### src/common/tlw_pkg.sv
// package: register map, field layout, timing and step-schedule helpers for tap timing
package tlw_pkg;

	// ------------------------------------------------------------
	// register map
	// ------------------------------------------------------------
	localparam logic [7:0] TLW_ADDR_CFG = 8'h0f;
	localparam logic [7:0] TLW_ADDR_QUIET = 8'h27;
	localparam logic [7:0] TLW_ADDR_WINDOW = 8'h28;
	localparam logic [7:0] TLW_RST_CFG = 8'h00;
	localparam logic [7:0] TLW_RST_QUIET = 8'h00;
	localparam logic [7:0] TLW_RST_WINDOW = 8'h00;
	localparam int TLW_LPF_BIT = 4;
	localparam logic [7:0] TLW_RD_UNMAPPED = 8'h00;

	// ------------------------------------------------------------
	// timing
	// ------------------------------------------------------------
	localparam real TLW_BASE_STEP_MS = 1.25;
	localparam real TLW_CLK_PERIOD_NS = 40.0;
	localparam int TLW_BASE_STEP_CYCLES = int'(TLW_BASE_STEP_MS * 1.0e6 / TLW_CLK_PERIOD_NS);
	localparam int TLW_MAX_COUNT = 255;
	localparam logic [3:0] TLW_MAX_EXP = 4'h8;

	// power mode encoding
	typedef enum logic [1:0] {
		TLW_PM_NORMAL = 2'b00,
		TLW_PM_LOW_POWER_LOW_NOISE_MODE = 2'b01,
		TLW_PM_HIRES = 2'b10,
		TLW_PM_LP = 2'b11
	} tlw_pm_e;

	// tap sequencing states
	typedef enum logic [1:0] {
		TLW_IDLE = 2'b00,
		TLW_QUIET = 2'b01,
		TLW_WINDOW = 2'b10,
		TLW_SECOND = 2'b11
	} tlw_state_e;

	// unfiltered doubling exponent per sample rate code (800 Hz first)
	function automatic logic [3:0] tlw_rate_exp(input logic [2:0] rate);
		case (rate)
			3'h0: tlw_rate_exp = 4'h0;
			3'h1: tlw_rate_exp = 4'h1;
			3'h2: tlw_rate_exp = 4'h2;
			3'h3: tlw_rate_exp = 4'h3;
			3'h4: tlw_rate_exp = 4'h4;
			3'h5: tlw_rate_exp = 4'h6;
			3'h6: tlw_rate_exp = 4'h7;
			default: tlw_rate_exp = 4'h9;
		endcase
	endfunction

	function automatic logic [3:0] tlw_min(input logic [3:0] a, input logic [3:0] b);
		tlw_min = (a < b) ? a : b;
	endfunction

	// step = 1.25 ms * 2^exp, same schedule for quiet time and second-tap window
	function automatic logic [3:0] tlw_step_exp(input logic [2:0] rate, input logic [1:0] pm,
		input logic lpf);
		logic [3:0] u;
		logic [3:0] d;
		u = tlw_rate_exp(rate);
		d = (u == 4'h0) ? 4'h0 : u - 4'h1;
		if (lpf) begin
			case (pm)
				TLW_PM_NORMAL: tlw_step_exp = tlw_min(u + 4'h1, 4'h5);
				TLW_PM_LOW_POWER_LOW_NOISE_MODE: tlw_step_exp = tlw_min(u + 4'h1, 4'h7);
				TLW_PM_HIRES: tlw_step_exp = tlw_min(u + 4'h1, 4'h2);
				default: tlw_step_exp = tlw_min(u + 4'h1, 4'h8);
			endcase
		end else begin
			case (pm)
				TLW_PM_NORMAL: tlw_step_exp = tlw_min(d, 4'h3);
				TLW_PM_LOW_POWER_LOW_NOISE_MODE: tlw_step_exp = tlw_min(d, 4'h5);
				TLW_PM_HIRES: tlw_step_exp = 4'h0;
				default: tlw_step_exp = tlw_min(u, 4'h6);
			endcase
		end
	endfunction

endpackage

### src/design/tlw_tap_timing.sv
// tap quiet-time and second-tap window timing with its register file
`timescale 1ns/10ps
module tlw_tap_timing import tlw_pkg::*; #(
	parameter int BASE_CYCLES = TLW_BASE_STEP_CYCLES
) (
	input wire logic ref_clk_in,
	input wire logic nrst_in,
	input wire logic [7:0] reg_addr_in,
	input wire logic reg_wr_en_in,
	input wire logic [7:0] reg_wr_data_in,
	input wire logic reg_rd_en_in,
	output logic [7:0] reg_rd_data_out,
	input wire logic [2:0] sample_rate_in,
	input wire logic [1:0] power_mode_in,
	input wire logic double_tap_mode_in,
	input wire logic pulse_start_in,
	input wire logic pulse_done_in,
	input wire logic pulse_valid_in,
	output logic single_tap_out,
	output logic double_tap_out,
	output logic pulse_ignored_out,
	output logic quiet_active_out,
	output logic window_active_out
);
	// ------------------------------------------------------------
	// declarations
	// ------------------------------------------------------------
	logic [7:0] quiet_count;
	logic [7:0] window_count;
	logic tap_lowpass_enable;
	tlw_state_e state;
	tlw_state_e next_state;
	logic [7:0] time_left;
	logic [3:0] step_exp;
	logic step_tick;
	logic first_tap;
	logic enter_quiet;
	logic enter_window;
	logic restart;

	// ------------------------------------------------------------
	// register file
	// ------------------------------------------------------------
	// software writes, registers at documented offsets
	always_ff @(posedge ref_clk_in or negedge nrst_in) begin
		if (!nrst_in) begin
			quiet_count <= TLW_RST_QUIET;
			window_count <= TLW_RST_WINDOW;
			tap_lowpass_enable <= TLW_RST_CFG[TLW_LPF_BIT];
		end else if (reg_wr_en_in) begin
			case (reg_addr_in)
				TLW_ADDR_QUIET: quiet_count <= reg_wr_data_in;
				TLW_ADDR_WINDOW: window_count <= reg_wr_data_in;
				TLW_ADDR_CFG: tap_lowpass_enable <= reg_wr_data_in[TLW_LPF_BIT];
				default: ;
			endcase
		end
	end

	// registered read data, unmapped offsets read zero
	always_ff @(posedge ref_clk_in or negedge nrst_in) begin
		if (!nrst_in) begin
			reg_rd_data_out <= 8'h00;
		end else if (reg_rd_en_in) begin
			case (reg_addr_in)
				TLW_ADDR_QUIET: reg_rd_data_out <= quiet_count;
				TLW_ADDR_WINDOW: reg_rd_data_out <= window_count;
				TLW_ADDR_CFG: reg_rd_data_out <= 8'(tap_lowpass_enable) << TLW_LPF_BIT;
				default: reg_rd_data_out <= TLW_RD_UNMAPPED;
			endcase
		end
	end

	// ------------------------------------------------------------
	// step selection and tick
	// ------------------------------------------------------------
	// one schedule serves both timers
	assign step_exp = tlw_step_exp(sample_rate_in, power_mode_in, tap_lowpass_enable);
	assign restart = enter_quiet || enter_window;

	tlw_step_tick #(
		.BASE_CYCLES(BASE_CYCLES)
	) u_tick (
		.ref_clk_in(ref_clk_in),
		.nrst_in(nrst_in),
		.step_exp_in(step_exp),
		.restart_in(restart),
		.step_tick_out(step_tick)
	);

	// ------------------------------------------------------------
	// tap sequencing
	// ------------------------------------------------------------
	// a tap is only qualified once the pulse ended inside the time limit
	assign first_tap = (state == TLW_IDLE) && pulse_done_in && pulse_valid_in;
	assign enter_quiet = first_tap;
	assign enter_window = (state == TLW_QUIET) && (time_left == 8'h00) && double_tap_mode_in;

	// next state
	always_comb begin
		next_state = state;
		case (state)
			TLW_IDLE: begin
				if (first_tap) begin
					next_state = TLW_QUIET;
				end
			end
			TLW_QUIET: begin
				// pulses are not looked at here at all
				if (time_left == 8'h00) begin
					next_state = double_tap_mode_in ? TLW_WINDOW : TLW_IDLE;
				end
			end
			TLW_WINDOW: begin
				// a start on the closing cycle still counts as inside
				if (pulse_start_in) begin
					next_state = TLW_SECOND;
				end else if (time_left == 8'h00) begin
					next_state = TLW_IDLE;
				end
			end
			TLW_SECOND: begin
				if (pulse_done_in) begin
					next_state = TLW_IDLE;
				end
			end
			default: next_state = TLW_IDLE;
		endcase
	end

	// state register
	always_ff @(posedge ref_clk_in or negedge nrst_in) begin
		if (!nrst_in) begin
			state <= TLW_IDLE;
		end else begin
			state <= next_state;
		end
	end

	// shared down-counter for quiet time and window
	always_ff @(posedge ref_clk_in or negedge nrst_in) begin
		if (!nrst_in) begin
			time_left <= 8'h00;
		end else if (enter_quiet) begin
			time_left <= quiet_count;
		end else if (enter_window) begin
			time_left <= window_count;
		end else if (step_tick && (time_left != 8'h00) &&
			((state == TLW_QUIET) || (state == TLW_WINDOW))) begin
			time_left <= time_left - 8'h01;
		end
	end

	// event and status outputs
	always_ff @(posedge ref_clk_in or negedge nrst_in) begin
		if (!nrst_in) begin
			single_tap_out <= 1'b0;
			double_tap_out <= 1'b0;
			pulse_ignored_out <= 1'b0;
			quiet_active_out <= 1'b0;
			window_active_out <= 1'b0;
		end else begin
			single_tap_out <= first_tap;
			double_tap_out <= (state == TLW_SECOND) && pulse_done_in && pulse_valid_in;
			pulse_ignored_out <= (state == TLW_QUIET) && (pulse_start_in || pulse_done_in);
			quiet_active_out <= (next_state == TLW_QUIET);
			window_active_out <= (next_state == TLW_WINDOW);
		end
	end
endmodule

### src/design/tlw_step_tick.sv
// step tick generator: base 1.25 ms tick scaled by a power of two
`timescale 1ns/10ps
module tlw_step_tick import tlw_pkg::*; #(
	parameter int BASE_CYCLES = TLW_BASE_STEP_CYCLES
) (
	input wire logic ref_clk_in,
	input wire logic nrst_in,
	input wire logic [3:0] step_exp_in,
	input wire logic restart_in,
	output logic step_tick_out
);
	localparam int CW = $clog2(BASE_CYCLES + 1);
	localparam logic [CW-1:0] BASE_LAST = CW'(BASE_CYCLES - 1);

	logic [CW-1:0] base_cnt;
	logic [7:0] pre_cnt;
	logic [8:0] span;
	logic base_done;

	assign span = 9'h001 << step_exp_in;
	assign base_done = (base_cnt == BASE_LAST);

	// ------------------------------------------------------------
	// base prescaler
	// ------------------------------------------------------------
	always_ff @(posedge ref_clk_in or negedge nrst_in) begin
		if (!nrst_in) begin
			base_cnt <= '0;
		end else if (restart_in || base_done) begin
			base_cnt <= '0;
		end else begin
			base_cnt <= base_cnt + CW'(1);
		end
	end

	// ------------------------------------------------------------
	// power-of-two step divider
	// ------------------------------------------------------------
	always_ff @(posedge ref_clk_in or negedge nrst_in) begin
		if (!nrst_in) begin
			pre_cnt <= 8'h00;
			step_tick_out <= 1'b0;
		end else if (restart_in) begin
			pre_cnt <= 8'h00;
			step_tick_out <= 1'b0;
		end else if (base_done) begin
			// compare with >= so a rate change mid-step cannot run away
			if ({1'b0, pre_cnt} >= span - 9'h001) begin
				pre_cnt <= 8'h00;
				step_tick_out <= 1'b1;
			end else begin
				pre_cnt <= pre_cnt + 8'h01;
				step_tick_out <= 1'b0;
			end
		end else begin
			step_tick_out <= 1'b0;
		end
	end
endmodule

### config.mk
export PLATFORM = sky130hd
export DESIGN_NAME = tlw_tap_timing
export DESIGN_NICKNAME = d
export VERILOG_FILES = /design/src/common/tlw_pkg.sv /design/src/design/tlw_tap_timing.sv /design/src/design/tlw_step_tick.sv
export SDC_FILE = /design/constraint.sdc
export NUM_CORES = 1
export LEC_CHECK = 0
export BUFFER_PORTS_ARGS = -buffer_cell sky130_fd_sc_hd__buf_2
export CAP_MARGIN = 5
export CORE_ASPECT_RATIO = 0.8
export CORE_UTILIZATION = 45
export DETAILED_ROUTE_END_ITERATION = 16
export HOLD_SLACK_MARGIN = 0.05
export SYNTH_ARGS = -nofsm -noshare
export SYNTH_HDL_FRONTEND = slang
export SYNTH_SLANG_ARGS = --single-unit
export TNS_END_PERCENT = 20
### constraint.sdc
create_clock -name ref_clk_in -period 5.9 [get_ports ref_clk_in]
set_input_delay 0.295 -clock ref_clk_in [delete_from_list [all_inputs] [get_ports ref_clk_in]]
set_output_delay 0.295 -clock ref_clk_in [all_outputs]
set_load 0.05 [all_outputs]
==> run_results.csv <==
group,metric,value,unit
run_status,status,"finished clean",
global_routing,grt_pass1_wl,13480,µm
place,gp_congestion,0.8536,
yosys,synth_edf_count,0,
yosys,synthesis.nets,467,
global_routing,grt_pass1_vias,2891,
timing,period_share,81.57,%
place,hpwl,5764,µm
timing,hold_violations,0,
die,ios,42,
drt,drtAntennaViolNets,0,
run,maxCapViolations,0,
global_routing,use_met2,28.51,%
timing,finClkSkew,0.01679,ns
timing,grt_setup_unrepaired,"false",
pwr,ir_drop,0.1556,mV
drt,viasPerCell,5.463,
timing,fmax,207.8,MHz
worst_setup_path,endpoint_kind,"flop",
clock_tree,hold_buffers,0,
yosys,synth_top_area_share,40.93,%
timing,drv_slew,0,
yosys,synth_area_leaders,"dfrtp_1, ha_1, mux2_2, nor2_1, a21oi_1",
yosys,synth_top_area_cell,"dfrtp_1",
global_routing,grt_max_degree,65,
drt,drc,0,
global_routing,use_met1,26.02,%
clock_tree,clk_latency,0.35,ns
clock_tree,cts_max_level,3,
timing,worst_slew_pin_slew,0.7957,ns
clock_tree,cts_buffer_depth,2,
die,fp.dieW,106.3,µm
finish,syn2layout_area_growth,11.51,%
drt,wl_per_cell,14.02,µm
clock_tree,clkTransAtPathRegs,0.08,ns
yosys,synthTopCellsByCount,"dfrtp_1, nor2_1, nand2_1",
clock_tree,cts_root_buf,"clkbuf_8",
worst_setup_path,required,6.10,ns
worst_setup_path,r2r_cells,15,
clock_tree,post-cts-setup-buffers,0,
global_routing,overflow,0,
yosys,ys_seq_area_share,40.93,%
yosys,ys_types,60,
global_routing,busiest_layer,"met2",
timing,fin_crit,4.813,ns
yosys,ys.flop_type,"dfrtp_1",
pwr,p_leak,2.014,nW
drt,first_iter_violations,110,
hold_path,hold_path_class,"in -> async",
clock_tree,clock-sinks,64,
clock_tree,cts_buffers,9,
drt,firstDrtPassIters,6,
yosys,syn_area_per_cell,9.428,µm²
yosys,ys_async_sr_fraction,100.0,%
finish,multiInputGateArea,2117,µm²
clock_tree,cts_resized,0,
worst_setup_path,cp-start-kind,"primary input",
global_routing,track_usage,18.85,%
die,start_util,46.33,%
global_routing,grt_use_met3,4.685,%
timing,setup_viol,0,
timing,holdWs,0.07872,ns
die,coreArea,8446,µm²
clock_tree,cts_tree,"yes",
pwr,power.density,313.9,nW/µm²
yosys,yosysMostFrequentCell,"dfrtp_1",
yosys,mappedNetlistArea,3913,µm²
die,die_y,85.40,µm
die,die-area,9074,µm²
timing,tns,0,ns
finish,layout-drive-gt1-share,19.82,%
finish,fin_area,4363,µm²
finish,nets,501,
timing,slew_headroom,46.95,%
yosys,yosysWarnings,0,
place,place_area,4165,µm²
yosys,synth-seq-cells,64,
finish,antenna_cells,0,
yosys,synthCells,415,
worst_setup_path,critPathMaxFanout,16,
finish,seq_area,1602,µm²
global_routing,antenna_found_initial,0,
die,num_rows,30,
worst_setup_path,crit_type,"in -> reg",
drt,wl,7937,µm
finish,final_util,51.66,%
worst_setup_path,critPathArrivalTime,5.02,ns
place,port-buffer-count,41,
finish,fillers,805,
drt,vias,3092,
pwr,power,1.370,mW
[cells in the final DEF, fill, tap and decap left out, drive strengths merged, types with 7 or more instances in the layout]
master,n
dfrtp,64
nor2,49
buf,42
nand2,34
a21oi,26
inv,25
ha,23
mux2,18
o21ai,18
a211oi,15
xnor2,13
nand3,13
clkbuf,11
xor2,10
and3,10
nor3,9
nor4,8
a22oi,7
[state kept, by name, summed over array words and instances (netlist names)]
| register | flops |
|---|---|
| pulse_ignored_out | 1 |
| window_active_out | 1 |
| time_left | 8 |
| u_tick.step_tick_out | 1 |
| tap_lowpass_enable | 1 |
| quiet_active_out | 1 |
| u_tick.pre_cnt | 8 |
| state | 2 |
| double_tap_out | 1 |
| u_tick.base_cnt | 15 |
| single_tap_out | 1 |
| window_count | 8 |
| reg_rd_data_out | 8 |
| quiet_count | 8 |
[final timing paths]
path	startpoint	endpoint	slack, ns
worst max-delay path	sample_rate_in[2]	u_tick.pre_cnt[3]$_DFFE_PN0N_	1.09
worst min-delay path	nrst_in	state[0]$_DFF_PN0_	0.08
worst max register to register	tap_lowpass_enable$_DFFE_PN0P_	u_tick.pre_cnt[3]$_DFFE_PN0N_	1.84
worst min register to register	u_tick.base_cnt[0]$_DFF_PN0_	u_tick.base_cnt[0]$_DFF_PN0_	0.51
max in group asynchronous	nrst_in	time_left[7]$_DFFE_PN0P_	5.25
min in group ref_clk_in	pulse_start_in	pulse_ignored_out$_DFF_PN0_	0.18
[routing by layer]
metal	share of wire (%)	vias to the layer above
li1	-	1552
met1	50	1473
met2	44	58
met3	4.1	9
met4	1.5	0
met5	0	-
[cell families after synthesis]
family	count (synthesis)	share of synthesized area (%)
AND/OR/NAND/NOR	148	19.54
multiplexers	19	5.436
flip-flops	64	40.93
adder cells (fa/ha/maj)	23	7.355
XOR/XNOR	23	5.149
AO/OA/AOI/OAI	94	16.63
buffers and inverters	44	4.956
[through the flow]
step	setup slack, ns	std cells
3_3_place_gp	0.9960	550
3_5_place_dp	0.7788	550
2_1_floorplan	1.659	415
5_1_grt	0.5784	566
4_1_cts	1.117	566
6_report	1.087	566
[cell type report]
cell class,instances,area share (%)
Tap cell,112,3.212
Sequential cell,64,36.71
Clock buffer,11,3.241
Inverter,25,2.151
Timing Repair Buffer,42,4.875
Clock inverter,5,1.291
Multi-Input combinational cell,307,48.52
[worst max-delay path: stages]
cell,delay [ns]
buf_2,0.23
nor2b_1,0.13
a21oi_1,0.26
inv_1,0.10
ha_1,0.28
or4b_1,0.50
o211ai_2,0.11
a21boi_4,0.10
nor2_2,0.45
nand3_1,0.15
ha_1,0.30
o211ai_1,0.30
o21ai_0,0.19
a2bb2oi_1,0.22
ha_1,0.17
and4_1,0.16
o21ai_0,0.08
o211ai_1,0.29
nand2_1,0.23
o21ai_2,0.36
o22ai_1,0.12
[report_power, final]
part / total, mW / leakage (nW) / internal, mW / switching (mW)
Combinational: 0.416 / 1.06 / 0.167 / 0.249
Clock: 0.380 / 0.0993 / 0.206 / 0.174
Sequential: 0.574 / 0.852 / 0.506 / 0.0685
Total: 1.37 / 2.01 / 0.878 / 0.491
(Power assumes the default switching activity.)
